==> config.mk <==
export PLATFORM = sky130hd
export DESIGN_NAME = ccrb_bank
export DESIGN_NICKNAME = d
export VERILOG_FILES = /design/src/shared/ccrb_pkg.sv /design/src/core/ccrb_sync.sv /design/src/core/ccrb_bank.sv
export VERILOG_INCLUDE_DIRS = /design/src /design/src/shared
export SDC_FILE = /design/constraint.sdc
export NUM_CORES = 1
export LEC_CHECK = 0
export ABC_AREA = 1
export BUFFER_PORTS_ARGS = -buffer_cell sky130_fd_sc_hd__buf_4
export CORE_MARGIN = 2
export CORE_UTILIZATION = 53
export CTS_BUF_LIST = sky130_fd_sc_hd__clkbuf_2
export CTS_CLUSTER_DIAMETER = 200
export DETAILED_ROUTE_END_ITERATION = 10
export PLACE_DENSITY = 0.79
export SLEW_MARGIN = 20
export SYNTH_ARGS = -nofsm -noshare
export SYNTH_HDL_FRONTEND = slang
export SYNTH_SLANG_ARGS = --single-unit
==> constraint.sdc <==
create_clock -name ref_clk -period 3.1 [get_ports ref_clk]
set_clock_uncertainty 0.2 [all_clocks]
set_input_delay 0 -clock ref_clk [delete_from_list [all_inputs] [get_ports ref_clk]]
set_output_delay 0 -clock ref_clk [all_outputs]
set_load 0.02 [all_outputs]
==> src/shared/ccrb_regs.svh <==
// register offsets, field positions, reset values, masks and current step of the coil driver register bank
`ifndef CCRB_REGS_SVH
`define CCRB_REGS_SVH
`define CCRB_OFF_UNUSED 8'h01
`define CCRB_OFF_CONTROL 8'h02
`define CCRB_OFF_CUR_HIGH 8'h03
`define CCRB_OFF_CUR_LOW 8'h04
`define CCRB_OFF_STATUS 8'h05
`define CCRB_OFF_MODE 8'h06
`define CCRB_OFF_RESONANCE 8'h07
`define CCRB_BIT_SWRESET 0
`define CCRB_BIT_RINGEN 1
`define CCRB_RST_CONTROL 8'h02
`define CCRB_RST_CUR_HIGH 8'h00
`define CCRB_RST_CUR_LOW 8'h00
`define CCRB_RST_STATUS 8'h00
`define CCRB_RST_MODE 8'h00
`define CCRB_RST_RESONANCE 8'h83
`define CCRB_MASK_CUR_HIGH 8'h03
`define CCRB_MASK_MODE 8'h1F
`define CCRB_MASK_STATUS 8'h1F
`define CCRB_STEP_UA 100
`endif

==> src/shared/ccrb_pkg.sv <==
// types shared by the coil driver register bank
`default_nettype none
package ccrb_pkg;
    // operating mode of the driver, one-hot
    typedef enum logic [1:0] {
        CCRB_STANDBY = 2'b01,
        CCRB_ACTIVE = 2'b10
    } ccrb_mode_e;
    typedef logic [9:0] ccrb_setpoint_t;
endpackage : ccrb_pkg
`default_nettype wire

==> src/core/ccrb_sync.sv <==
// three-flop synchroniser for a level that arrives from outside the clock domain
`timescale 1ns/1ns
`default_nettype none
module ccrb_sync #(
    parameter int WIDTH = 1
) (
    input wire logic refClk,
    input wire logic rstN,
    input wire logic [WIDTH-1:0] asyncIn,
    output logic [WIDTH-1:0] syncOut
);
    logic [WIDTH-1:0] stage1Q; // metastability catcher, read only by stage2Q
    logic [WIDTH-1:0] stage2Q;
    logic [WIDTH-1:0] stage3Q;

    // shift chain; output moves only when the last two stages agree
    always_ff @(posedge refClk) begin
        if (!rstN) begin
            stage1Q <= '0;
            stage2Q <= '0;
            stage3Q <= '0;
            syncOut <= '0;
        end else begin
            stage1Q <= asyncIn;
            stage2Q <= stage1Q;
            stage3Q <= stage2Q;
            for (int i = 0; i < WIDTH; i++) begin
                if (stage2Q[i] == stage3Q[i]) begin
                    syncOut[i] <= stage3Q[i];
                end
            end
        end
    end
endmodule : ccrb_sync
`default_nettype wire

==> src/core/ccrb_bank.sv <==
// register bank of the voice coil motor driver, written by the serial interface front end
// Behaviour
// - software reset restores defaults and enters standby
// - software reset bit clears itself, reads zero
// - offset 03 holds setpoint bits nine and eight
// - offset 04 holds setpoint low byte, resets zero
// - setpoint is linear, 0.1 mA per code
// - current applies only after low register write
// - zero setpoint means standby, output stage off
// - nonzero setpoint means active, output stage on
// - fault return to standby clears setpoint registers
`timescale 1ns/1ns
`default_nettype none
`include "ccrb_regs.svh"
module ccrb_bank (
    input wire logic ref_clk,
    input wire logic rst_n,
    input wire logic [7:0] regAddr,
    input wire logic regWrite,
    input wire logic regRead,
    input wire logic [7:0] regWdata,
    output logic [7:0] regRdata,
    output logic regRvalid,
    input wire logic [4:0] faultIn,
    output logic [9:0] coilCurrentSetpoint,
    output logic [16:0] coilCurrentMicroamp,
    output logic outputStageEnable,
    output logic ringCompEnable,
    output logic [1:0] driverModeState,
    output logic [7:0] driverModeBits,
    output logic [7:0] resonanceSetting
);
    logic ringEn_q; // ringing compensation enable
    logic [1:0] curHigh_q; // held high setpoint bits
    logic [7:0] curLow_q; // low setpoint byte
    logic [4:0] status_q; // sticky fault flags
    logic [4:0] mode_q;
    logic [7:0] resonance_q;
    logic swReset; // software reset strobe
    logic [4:0] faultSync; // faults after synchroniser
    logic faultHit; // fault seen while active
    logic [9:0] applied_d;
    ccrb_pkg::ccrb_mode_e mode_st_q;
    // control default held as a vector so the ring enable bit can be sliced out of it
    localparam logic [7:0] CtrlDefault = `CCRB_RST_CONTROL;

    // fault pins come from the analog side, so they are synchronised first
    ccrb_sync #(.WIDTH(5)) uFaultSync (
        .refClk(ref_clk),
        .rstN(rst_n),
        .asyncIn(faultIn),
        .syncOut(faultSync)
    );

    // writing one to the reset bit of the control register is a one-cycle strobe; never stored
    assign swReset = regWrite && regAddr == `CCRB_OFF_CONTROL && regWdata[`CCRB_BIT_SWRESET];
    assign faultHit = (mode_st_q == ccrb_pkg::CCRB_ACTIVE) && (|faultSync);

    // scale a code to microamps; linear in 0.1 mA steps
    // full scale is 102300 uA, so seventeen bits are needed to avoid wrapping
    function automatic logic [16:0] ccrb_to_ua(input logic [9:0] code);
        ccrb_to_ua = 17'(code) * 17'(`CCRB_STEP_UA);
    endfunction : ccrb_to_ua

    // control register; software reset returns ring enable to its default
    always_ff @(posedge ref_clk) begin
        if (!rst_n || swReset) begin
            ringEn_q <= CtrlDefault[`CCRB_BIT_RINGEN];
        end else if (regWrite && regAddr == `CCRB_OFF_CONTROL) begin
            ringEn_q <= regWdata[`CCRB_BIT_RINGEN];
        end
    end

    // setpoint registers; a fault drop to standby wipes them
    always_ff @(posedge ref_clk) begin
        if (!rst_n || swReset || faultHit) begin
            curHigh_q <= 2'(`CCRB_RST_CUR_HIGH);
            curLow_q <= `CCRB_RST_CUR_LOW;
        end else if (regWrite && regAddr == `CCRB_OFF_CUR_HIGH) begin
            curHigh_q <= regWdata[1:0];
        end else if (regWrite && regAddr == `CCRB_OFF_CUR_LOW) begin
            curLow_q <= regWdata;
        end
    end

    // the applied current only moves on a low register write, a software reset or a fault; a lone high write is held
    always_comb begin
        applied_d = coilCurrentSetpoint;
        if (swReset || faultHit) begin
            applied_d = '0;
        end else if (regWrite && regAddr == `CCRB_OFF_CUR_LOW) begin
            applied_d = {curHigh_q, regWdata};
        end
    end

    // applied setpoint, its current in microamps, and the output stage
    always_ff @(posedge ref_clk) begin
        if (!rst_n) begin
            coilCurrentSetpoint <= '0;
            coilCurrentMicroamp <= '0;
            outputStageEnable <= 1'b0;
        end else begin
            coilCurrentSetpoint <= applied_d;
            coilCurrentMicroamp <= ccrb_to_ua(applied_d);
            outputStageEnable <= applied_d != '0;
        end
    end

    // mode machine tracks the applied setpoint
    always_ff @(posedge ref_clk) begin
        if (!rst_n) begin
            mode_st_q <= ccrb_pkg::CCRB_STANDBY;
        end else begin
            case (mode_st_q)
                ccrb_pkg::CCRB_STANDBY: begin
                    if (applied_d != '0) begin
                        mode_st_q <= ccrb_pkg::CCRB_ACTIVE;
                    end
                end
                ccrb_pkg::CCRB_ACTIVE: begin
                    if (applied_d == '0) begin
                        mode_st_q <= ccrb_pkg::CCRB_STANDBY;
                    end
                end
                default: mode_st_q <= ccrb_pkg::CCRB_STANDBY;
            endcase
        end
    end

    // status flags are sticky; cleared on entry to active, but a new fault wins
    always_ff @(posedge ref_clk) begin
        if (!rst_n || swReset) begin
            status_q <= 5'(`CCRB_RST_STATUS);
        end else if (mode_st_q == ccrb_pkg::CCRB_STANDBY && applied_d != '0) begin
            status_q <= faultSync;
        end else begin
            status_q <= status_q | faultSync;
        end
    end

    // mode and resonance registers
    always_ff @(posedge ref_clk) begin
        if (!rst_n || swReset) begin
            mode_q <= 5'(`CCRB_RST_MODE);
            resonance_q <= `CCRB_RST_RESONANCE;
        end else if (regWrite && regAddr == `CCRB_OFF_MODE) begin
            mode_q <= regWdata[4:0];
        end else if (regWrite && regAddr == `CCRB_OFF_RESONANCE) begin
            resonance_q <= regWdata;
        end
    end

    // read port; unused bits and unknown offsets return zero
    always_ff @(posedge ref_clk) begin
        if (!rst_n) begin
            regRdata <= '0;
            regRvalid <= 1'b0;
        end else begin
            regRvalid <= regRead;
            case (regAddr)
                `CCRB_OFF_CONTROL: regRdata <= {6'h00, ringEn_q, 1'b0};
                `CCRB_OFF_CUR_HIGH: regRdata <= {6'h00, curHigh_q};
                `CCRB_OFF_CUR_LOW: regRdata <= curLow_q;
                `CCRB_OFF_STATUS: regRdata <= {3'h0, status_q};
                `CCRB_OFF_MODE: regRdata <= {3'h0, mode_q};
                `CCRB_OFF_RESONANCE: regRdata <= resonance_q;
                default: regRdata <= 8'h00;
            endcase
        end
    end

    // mirrors to the analog side
    always_ff @(posedge ref_clk) begin
        if (!rst_n) begin
            ringCompEnable <= 1'b0;
            driverModeState <= ccrb_pkg::CCRB_STANDBY;
            driverModeBits <= '0;
            resonanceSetting <= '0;
        end else begin
            ringCompEnable <= ringEn_q;
            driverModeState <= mode_st_q;
            driverModeBits <= {3'h0, mode_q};
            resonanceSetting <= resonance_q;
        end
    end

    // a lone high write leaves the applied current alone
    a_high_held: assert property (@(posedge ref_clk) disable iff (!rst_n)
        (regWrite && regAddr == `CCRB_OFF_CUR_HIGH && !faultHit) |=> $stable(coilCurrentSetpoint))
        else $error("high write changed applied current");
    // low write applies the combined code next cycle
    a_low_apply: assert property (@(posedge ref_clk) disable iff (!rst_n)
        (regWrite && regAddr == `CCRB_OFF_CUR_LOW && !swReset && !faultHit)
        |=> coilCurrentSetpoint == {$past(curHigh_q), $past(regWdata)})
        else $error("low write did not apply setpoint");
    // software reset returns control, setpoint, mode and resonance registers to defaults and turns the output stage off
    a_swreset_dflt: assert property (@(posedge ref_clk) disable iff (!rst_n)
        swReset |=> (ringEn_q && curLow_q == `CCRB_RST_CUR_LOW && curHigh_q == 2'b00
            && resonance_q == `CCRB_RST_RESONANCE && mode_q == 5'(`CCRB_RST_MODE)
            && !outputStageEnable && coilCurrentSetpoint == 10'h000))
        else $error("software reset left state");
    // reset bit never reads back high
    a_swreset_rd: assert property (@(posedge ref_clk) disable iff (!rst_n)
        (regRead && regAddr == `CCRB_OFF_CONTROL) |=> !regRdata[0])
        else $error("reset bit read as one");
    // high register upper bits read zero
    a_high_rdzero: assert property (@(posedge ref_clk) disable iff (!rst_n)
        (regAddr == `CCRB_OFF_CUR_HIGH) |=> regRdata[7:2] == 6'h00)
        else $error("high register upper bits nonzero");
    // low register reads back what was written
    a_low_rdback: assert property (@(posedge ref_clk) disable iff (!rst_n)
        (regWrite && regAddr == `CCRB_OFF_CUR_LOW && !swReset && !faultHit) ##1
        (regAddr == `CCRB_OFF_CUR_LOW) |=> regRdata == $past(regWdata, 2))
        else $error("low register readback wrong");
    // microamp output tracks the code
    a_scale_ua: assert property (@(posedge ref_clk) disable iff (!rst_n)
        coilCurrentMicroamp == 17'(coilCurrentSetpoint) * 17'd100)
        else $error("current scale wrong");
    // stage on exactly when setpoint nonzero
    a_stage_mode: assert property (@(posedge ref_clk) disable iff (!rst_n)
        outputStageEnable == (coilCurrentSetpoint != 10'h000))
        else $error("output stage mismatch");
    // active mode follows a nonzero apply
    a_enter_active: assert property (@(posedge ref_clk) disable iff (!rst_n)
        (applied_d != 10'h000) |=> mode_st_q == ccrb_pkg::CCRB_ACTIVE)
        else $error("did not go active");
    // fault wipes setpoint
    a_fault_clear: assert property (@(posedge ref_clk) disable iff (!rst_n)
        faultHit |=> (curLow_q == 8'h00 && curHigh_q == 2'b00 && coilCurrentSetpoint == 10'h000))
        else $error("fault did not clear setpoint");
    // offset one reads zero
    a_unused_zero: assert property (@(posedge ref_clk) disable iff (!rst_n)
        (regAddr == `CCRB_OFF_UNUSED) |=> regRdata == 8'h00)
        else $error("unused offset not zero");

    c_go_active: cover property (@(posedge ref_clk) disable iff (!rst_n) $rose(outputStageEnable));
    c_fault_drop: cover property (@(posedge ref_clk) disable iff (!rst_n) faultHit);
    c_sw_reset: cover property (@(posedge ref_clk) disable iff (!rst_n) swReset ##1 !outputStageEnable);
endmodule : ccrb_bank
`default_nettype wire

### Word level (Yosys, flattened, before mapping)

Index checks and enable logic that the tools add are counted.

* word-level logic and storage cells: 70
* bits in registers: 107
* output and inout bits: 56

* multiply operators: 1
* multiplexer cells: 7
* reductions and logical operators: 18
* equality and inequality tests: 15
* bitwise logic cells: 3

Operators by type and width (number)
* 8-bit case mux with 6 select lines: 1
* 8-bit by 3-bit == test with 1-bit output (second input constant): 4
* 10-bit 2-to-1 mux: 2
* 8-bit by 2-bit == test with 1-bit output (second input constant): 2
* 10-bit by 5-bit multiplier with 15-bit output (second input constant): 1
* 10-bit zero test: 1
* 10-bit nonzero test: 1
* 1-bit logical AND: 8
* 2-bit AND reduction: 3
* 1-bit == test: 5
* 5-bit 2-to-1 mux: 1
* 5-bit OR: 1
* 5-bit OR reduction: 1
* 2-bit 2-to-1 mux: 2
* 2-bit case mux with 2 select lines: 1
* 1-bit logical OR: 3
* 2-bit by 1-bit == test with 1-bit output (second input constant): 1
* 2-bit == test (second input constant): 1
* 2-bit by 1-bit inequality test with 1-bit output (second input constant): 1
* 2-bit inequality test (second input constant): 1
* 1-bit inverter: 2
* 1-bit zero test: 1

### Logic depth before layout (Yosys ltp)

Gate-level depths: netlist (run 1).

* depth in word-level cells: 8
* depth in mapped cells: 25
* mapped depth without buffers: 25

### Modules after synthesis

Synthesis (run 1) repeated with hierarchy kept, for this count alone.

* cells, all modules: 612
* area total of the unflattened synthesis: 4792.1 um^2

By module, submodules not included
* ccrb_bank: cells each 545, instances 1, seq. area each 1581.5 um^2, area an instance 4160.2 um^2
* ccrb_sync: cells each 67, instances 1, seq. area each 400.4 um^2, area an instance 631.9 um^2

### Worst setup path before layout (run 1)

No wires, ideal clock.

* path type: register -> register
* from: register uFaultSync.syncOut[2]
* to: register coilCurrentMicroamp[14]
* period minus slack after synthesis: 3.410 ns
* stages on the path, launching flop included: 20
* path buffers: 0
* path slack: -0.310 ns
* arrival time: 3.095 ns
* cells stage by stage: dfxtp_1 -> nor2_1 -> nand2_1 -> o21ai_0 -> nand2_1 -> inv_2 -> nand2_1 -> inv_2 -> ha_1 -> ha_1 -> inv_1 -> fa_1 -> inv_1 -> ha_1 -> or2_2 -> and2_1 -> nand2_1 -> nand3_1 -> nand2_1 -> nor2_1

* word-level cells in the longest chain between the ends: 5

Ends and longest elaborated chain
* start, declared: RTL line ccrb_sync.sv:10 `output logic [WIDTH-1:0] syncOut`
* start signal, assigned by index: RTL line ccrb_sync.sv:29 `syncOut[i] <= stage3Q[i];`
* 5-bit OR reduction: RTL line ccrb_bank.sv:57 `assign faultHit = (mode_st_q == ccrb_pkg::CCRB_ACTIVE) && (|faultSync);`
* 1-bit logical AND: RTL line ccrb_bank.sv:57
* 1-bit logical OR: RTL line ccrb_bank.sv:89 `if (swReset || faultHit) begin`
* 10-bit 2-to-1 mux: RTL line ccrb_bank.sv:89
* net applied_d[3]: RTL line ccrb_bank.sv:42 `logic [9:0] applied_d;`
* 10-bit by 5-bit multiplier with 15-bit output: RTL line ccrb_bank.sv:62 `` ccrb_to_ua = 17'(code) * 17'(`CCRB_STEP_UA); ``
* end signal, assigned: RTL line ccrb_bank.sv:104 `coilCurrentMicroamp <= ccrb_to_ua(applied_d);`
* end, declared: RTL line ccrb_bank.sv:26 `output logic [16:0] coilCurrentMicroamp,`

The timed path passes the listed nets, and every way through them passes these cells.
A chain may end at the register's enable or synchronous reset.

### Worst setup path after layout (run 1)

* from: input regAddr[3]
* to: register coilCurrentMicroamp[16]

* word-level cells in the longest chain between the ends: 6
* elaborated cells between the ends (all ways): 9
* classes of those cells: mul: 1; eq/ne: 2; mux: 2; reduce/logical: 4

Ends and longest elaborated chain
* start, declared: RTL line ccrb_bank.sv:18 `input wire logic [7:0] regAddr,`
* 8-bit by 2-bit == test with 1-bit output
* 1-bit logical AND (no source line)
* 1-bit logical AND: RTL line ccrb_bank.sv:56 `` assign swReset = regWrite && regAddr == `CCRB_OFF_CONTROL && regWdata[`CCRB_BIT_SWRESET]; ``
* 1-bit logical OR: RTL line ccrb_bank.sv:89
* 10-bit 2-to-1 mux (*): RTL line ccrb_bank.sv:89
* net applied_d[4]: RTL line ccrb_bank.sv:42
* 10-bit by 5-bit multiplier with 15-bit output (*): RTL line ccrb_bank.sv:62

The timed path passes the listed nets; every way through them passes the cells marked *.

==> results.txt, run 1 <==
Drt total wl -> 14850 um
Rel. slew slack -> 44.43%
GP Congestion -> 0.9181
Starting Density -> 54.72%
Routed wl met3 -> 1007 um
Fin. max-slew vios -> 0
Seq pwr share -> 63.2%
Reg clk slew, reported paths -> 270 ps
Slowest cell delay on critical path -> 610 ps
Chip Height -> 98.89 um
Dpl hpwl -> 8489 um
Via/cell ratio -> 5.265
Max FO, Critical Path -> 5
Port Buffers -> 75
Leak -> 3.739 nW
Async set-reset flop share out of synthesis -> 0%
FP Rows -> 34
VDD IR max -> 0.2449 mV
H-tree depth -> 3
Total grt overflow -> 0
Sequential area share after synthesis -> 41.53%
Top_reg_cell synth -> dfxtp_1
Switching share of total power -> 27.03%
Synthesis warning total -> 0
Crit. End Element -> flip-flop
DIE WIDTH -> 98.89 um
Wire length on met2 -> 7303 um
Internal -> 1.497 mW
Share of total power in combinational logic -> 9.0%
Via count -> 5054
WP buf/inv -> 8
Register bit count reported by yosys -> 99
Actual slew at the worst max-slew pin -> 831.2 ps
Util after Layout -> 81.97%
RSZ-0062 raised after global routing -> true
Cell Pwr Density -> 287.0 nW/um2
Top-count cell post-synth -> nand2_1
Vias in the first global route -> 5021
IO Pins -> 81
Arrival time worst endpoint -> 3690 ps
Top Family by Delay on Critical Path -> adder cells
CP max-delay cell -> dlygate4sd3_1
WL per Instance -> 15.47 um
Initial antenna violation count -> 1
Post-synthesis cell type count -> 32
Yosys top cell area share -> 41.53%
Layout Cells excl Fill -> 960
Layout cells sized above 1 -> 29.14%
Worst r2r src -> uFaultSync.syncOut[3]$_SDFFE_PN0N_
Hold WS -> -3.614 ps
P_sw -> 0.5545 mW
1st-pass router iterations -> 5
Violated checks -> hold timing, setup timing
TritonCTS sink count -> 99
Largest net degree at the start of global routing -> 45
CORE AREA -> 8721 um2
Outcome -> complete, but fails checks
Fmax -> 298.7 MHz
Fraction of the mapped netlist area in simple logic gates -> 28.87%
Number of synthesized flops with an enable pin -> 0
Number of nets in the layout -> 916
Design area -> 7148 um2
Cell count after placement -> 853
Highest metal used -> met4
Top cells by count, synth -> 169 x nand2_1, 99 x dfxtp_1, 86 x inv_1
Synth Area in Compound Gates -> 6.371%
Synth area leader -> dfxtp_1
Post-route setup slack -> -247.3 ps
Met1 wire length -> 5484 um
Final hold violations -> 1
Max clock buf depth -> 2
Worst-Skew Late Latency -> 570 ps
Max_cap viols -> 0
Post-route DRC violation count -> 0
Setup crit start -> regAddr[3]
CTS buffer count -> 9
Area Overhead vs Synth -> 49.79%
Area of placed instances -> 5909 um2
CP Launch Type -> input pin
Tmin final -> 3347 ps
Xor/xnor share of the synthesized area -> 0.1835%
Multi-input logic area -> 2651 um2
CP Class -> input pin to flip-flop
Final Power -> 2.051 mW
CTS tree -> yes
Full die area -> 9779 um2
DRT iter0 DRCs -> 268
Post-synthesis mux area share -> 0%
Req. time, crit path -> 3450 ps
# setup viols final -> 8
Adder-cell share of the synthesized area -> 12.59%
Largest family of logic cells by synthesized area -> simple AND/OR/NAND/NOR gates
Clk network pwr share -> 27.7%
Final period util -> 108.0%
Synth top area cells -> dfxtp_1 42%, nand2_1 13%, ha_1 10%
Fillers -> 470
Clk root buf -> clkbuf_2
All-layer global routing usage -> 29.51%
Post-Syn Area -> 4772 um2
Post-route ant nets -> 0
Reg area -> 1987 um2
Worst min path class -> input pin to flip-flop
First-pass GRT wire length -> 22960 um
Hold_sp -> regAddr[1]
Syn_area_per_cell -> 7.587 um2
Cells after Synth -> 629
per-stage QoR:
stage | setup TNS (ps) | worst slack (ps)
2_1_floorplan | -27.09 | -14.33
6_report | -1448 | -247.3
3_5_place_dp | -2064 | -327.5
3_3_place_gp | -1234 | -195.9
5_1_grt | -2716 | -401.6
4_1_cts | -440.9 | -106.9
power by group through the flow:
stage,combinational (mW),sequential [mW],clock [mW]
after floorplan,0.0696,1.32,0
after global placement,0.127,1.32,0
after detailed placement,0.129,1.32,0
after CTS,0.171,1.30,0.574
after global routing,0.199,1.30,0.639
final,0.186,1.30,0.569
state kept, by name, indices dropped and copies added, names as in the netlist, 2 cells and up:
register and cells:
curHigh_q 2, resonanceSetting 8, uFaultSync.stage1Q 5, coilCurrentSetpoint 10, status_q 5, uFaultSync.stage2Q 5
regRdata 8, driverModeBits 5, mode_st_q 2, uFaultSync.stage3Q 5, mode_q 5, driverModeState 2
resonance_q 8, curLow_q 8, uFaultSync.syncOut 5, coilCurrentMicroamp 12
per-layer routing:
layer,vias up,global-route usage (%)
met5,-,0
met4,0,22.02
met3,98,4.965
met2,272,51.20
met1,2296,32.08
li1,2388,-
area by class of cell:
class,count,share of cell area (%)
Timing Repair Buffer,226,26.80
Tap cell,108,1.890
Clock buffer,10,0.7002
Inverter,93,5.041
Clock inverter,6,0.6476
Sequential cell,99,27.80
Multi-Input combinational cell,417,37.09
Antenna cell,1,0.03501
worst paths after layout:
check,endpoint,slack (ps),cells past startpoint
setup / recovery,coilCurrentMicroamp[16]$_SDFF_PN0_,-250,26
hold / removal,regRdata[1]$_SDFF_PN0_,-4,9
setup reg to reg,coilCurrentMicroamp[16]$_SDFF_PN0_,-230,22
hold reg to reg,uFaultSync.stage2Q[1]$_SDFF_PN0_,210,2
layout by cell type, fill, tap and decap left out, types with 2 or more instances in the layout:
master,instances
dfxtp_1,95
nand2_2,16
nand3_1,47
nand4_1,2
nor2_4,4
nand2_1,153
nand2_4,5
inv_1,77
fa_1,3
dlygate4sd3_1,84
fa_2,2
a21oi_1,46
nand3b_1,6
nor2_1,48
nand3_2,7
ha_2,2
nand2_8,2
clkbuf_2,10
inv_2,13
or2_4,2
o21ai_0,9
conb_1,5
clkinv_2,3
inv_6,3
dfxtp_2,4
and2_4,2
ha_4,15
ha_1,23
nor2_2,8
buf_4,140
cells by family (layout without fill, tap and decap cells):
kind of cell,after synthesis,after routing
simple gates,306,306
buf+inv,117,335
flops,99,99
compound gates,60,60
fa+ha+maj,45,45
other cells,1,6
xor+xnor,1,1
tightest hold or removal path: stages:
cell     delay, ps
buf_4          100
inv_2           50
nand2_1        110
nor2_4          50
buf_4          130
nand3_1         80
nand2_1         50
nor2_1         100
a21oi_1         80
repair_timing:
item | in CTS | in global routing
hold endpoints to repair | 99 | 6
buffers inserted | 4 | 1
hold buffers | 82 | 6
gates resized for setup | 39 | 20
setup endpoints to repair | 8 | 20
pin swaps | 23 | 11
No activity file was read; power rests on OpenSTA's default activity.
==> inputs of run 2 (changes only) <==
--- a/config.mk
+++ b/config.mk
@@ -13,7 +13,7 @@
 export CTS_BUF_LIST = sky130_fd_sc_hd__clkbuf_2
 export CTS_CLUSTER_DIAMETER = 200
 export DETAILED_ROUTE_END_ITERATION = 10
-export PLACE_DENSITY = 0.79
+export PLACE_DENSITY = 0.89
 export SLEW_MARGIN = 20
 export SYNTH_ARGS = -nofsm -noshare
 export SYNTH_HDL_FRONTEND = slang
==> results.txt, run 2 (synthesized netlist as in run 1, its figures left out) <==
Outcome -> complete, but fails checks
Violated checks -> hold timing, setup timing
Chip Height -> 98.89 um
Max FO, Critical Path -> 6
M2 GR Usage -> 57.17%
RSZ-0062 raised after global routing -> true
Most frequent cells in the layout -> 150 x nand2_1, 135 x buf_4, 95 x dfxtp_1
Crit. End Element -> flip-flop
TritonCTS sink count -> 99
CP Launch Type -> flip-flop
Arrival time worst endpoint -> 3870 ps
Via/cell ratio -> 5.441
Crit path cell chain -> nor2_1, nand2_1, o21ai_2, nand2_2, inv_4, buf_6, nand2_8, inv_6, ha_4, ha_4, inv_2, fa_1, inv_2, ha_4, nand2_1, nand2_2, nand2_2, nand2_1, nand2_2, nand4_1, nand2_1, nor2_1
Tmin final -> 3505 ps
Most common cell after layout, fill and taps aside -> nand2_1
Multi-input logic area -> 2749 um2
Dpl hpwl -> 8759 um
CTS buffer count -> 9
IO Pins -> 81
CTS tree -> yes
CP max-delay cell -> fa_1
Fillers -> 442
DIE WIDTH -> 98.89 um
Reg2reg path depth -> 22
Final period util -> 113.1%
Slowest cell delay on critical path -> 530 ps
Min-Delay Path Depth -> 9
Post-route DRC violation count -> 0
Final Power -> 2.133 mW
Reg area -> 1987 um2
Fmax -> 285.3 MHz
Rel. slew slack -> 46.59%
Most flop-heavy register -> coilCurrentMicroamp
VDD IR max -> 0.1951 mV
TNS Setup -> -2746 ps
All-layer global routing usage -> 30.83%
1st-pass router iterations -> 6
Max clock buf depth -> 2
Largest net degree at the start of global routing -> 39
First-pass GRT wire length -> 24290 um
Clk root buf -> clkbuf_2
Final hold violations -> 1
Met1 Usage GRT -> 32.74%
CORE AREA -> 8721 um2
Worst-Skew Late Latency -> 620 ps
Util after Layout -> 83.37%
Max_cap viols -> 0
# setup viols final -> 8
Area of placed instances -> 5834 um2
Req. time, crit path -> 3460 ps
Met3 GRT Util -> 4.823%
GP Congestion -> 0.9483
Post-route ant nets -> 0
Actual slew at the worst max-slew pin -> 799.0 ps
Number of diodes -> 0
DRT iter0 DRCs -> 462
Top Registers -> coilCurrentMicroamp (12), coilCurrentSetpoint (10)
Top Usage Layer GRT -> met2
Total grt overflow -> 0
CP Class -> flip-flop to flip-flop
Design area -> 7271 um2
Cell Pwr Density -> 293.4 nW/um2
Reg clk slew, reported paths -> 310 ps
Fin. max-slew vios -> 0
Drt total wl -> 16360 um
Area Overhead vs Synth -> 52.36%
WL per Instance -> 17.08 um
Worst min path class -> input pin to flip-flop
Leak -> 3.742 nW
Port Buffers -> 75
Max reg flops -> 12
Layout cells sized above 1 -> 29.88%
Initial antenna violation count -> 0
FP Rows -> 34
Starting Density -> 54.72%
Number of nets in the layout -> 915
Vias in the first global route -> 5242
H-tree depth -> 3
Post-route setup slack -> -404.7 ps
Full die area -> 9779 um2
Via count -> 5212
Hold WS -> -0.5561 ps
-- run 2: cell count changes in the layout (fill, tap and decap cells not counted), moves of 3 or more --
cell           change
nand2_1            -3
buf_4              -5
dlygate4sd3_1      +3
a21oi_1            -3
ha_1               -5
inv_2              -3
inv_4              +3
ha_4               +4
-- run 2: worst max-delay path: cells and delay by family, from the launching register on --
family / cells / cell delay, ps
buf+inv: 5 / 410
fa+ha+maj: 4 / 1290
simple gates: 12 / 1010
flops: 1 / 390
compound gates: 1 / 200
-- run 2: path summary, 6_finish.rpt --
path,slack (ps),start,to
hold / removal,-0.6,regAddr[4],regRdata[0]$_SDFF_PN0_
setup reg to reg,-400,uFaultSync.syncOut[0]$_SDFFE_PN0N_,coilCurrentMicroamp[16]$_SDFF_PN0_
hold reg to reg,220,uFaultSync.stage1Q[0]$_SDFF_PN0_,uFaultSync.stage2Q[0]$_SDFF_PN0_
setup / recovery,-400,uFaultSync.syncOut[0]$_SDFFE_PN0N_,coilCurrentMicroamp[16]$_SDFF_PN0_
-- run 2: timing repair --
item,in CTS,in global routing
gates resized for setup,37,40
endpoints found under the hold margin,99,0
setup endpoints to repair,8,14
pin swaps,17,11
hold buffers,88,0
setup buffers,6,5
-- run 2: area by class of cell --
class	count	share of cell area [%]
Multi-Input combinational cell	417	37.81
Clock inverter	7	0.9981
Sequential cell	99	27.33
Clock buffer	9	0.6195
Tap cell	108	1.859
Timing Repair Buffer	225	26.40
Inverter	93	4.991
-- run 2: per-stage QoR --
step | cells | setup WS [ps]
2_1_floorplan | 633 | -14.33
3_3_place_gp | 843 | -243.6
3_5_place_dp | 843 | -351.4
4_1_cts | 953 | -133.7
5_1_grt | 958 | -549.2
6_report | 958 | -404.7
-- run 2: routing by layer --
| metal | wire length (um) | vias to the layer above | part of all wire [%] |
|---|---|---|---|
| met2 | 8180 | 343 | 50 |
| met4 | 1185 | 0 | 7.2 |
| li1 | - | 2378 | - |
| met5 | 0 | - | 0 |
| met1 | 5811 | 2370 | 36 |
| met3 | 1183 | 121 | 7.2 |
-- run 2: power by group --
group / switching [mW] / internal [mW] / total, mW
combinational: 0.102 / 0.0902 / 0.192
clock: 0.512 / 0.130 / 0.641
sequential: 0.00625 / 1.29 / 1.30
total: 0.620 / 1.51 / 2.13
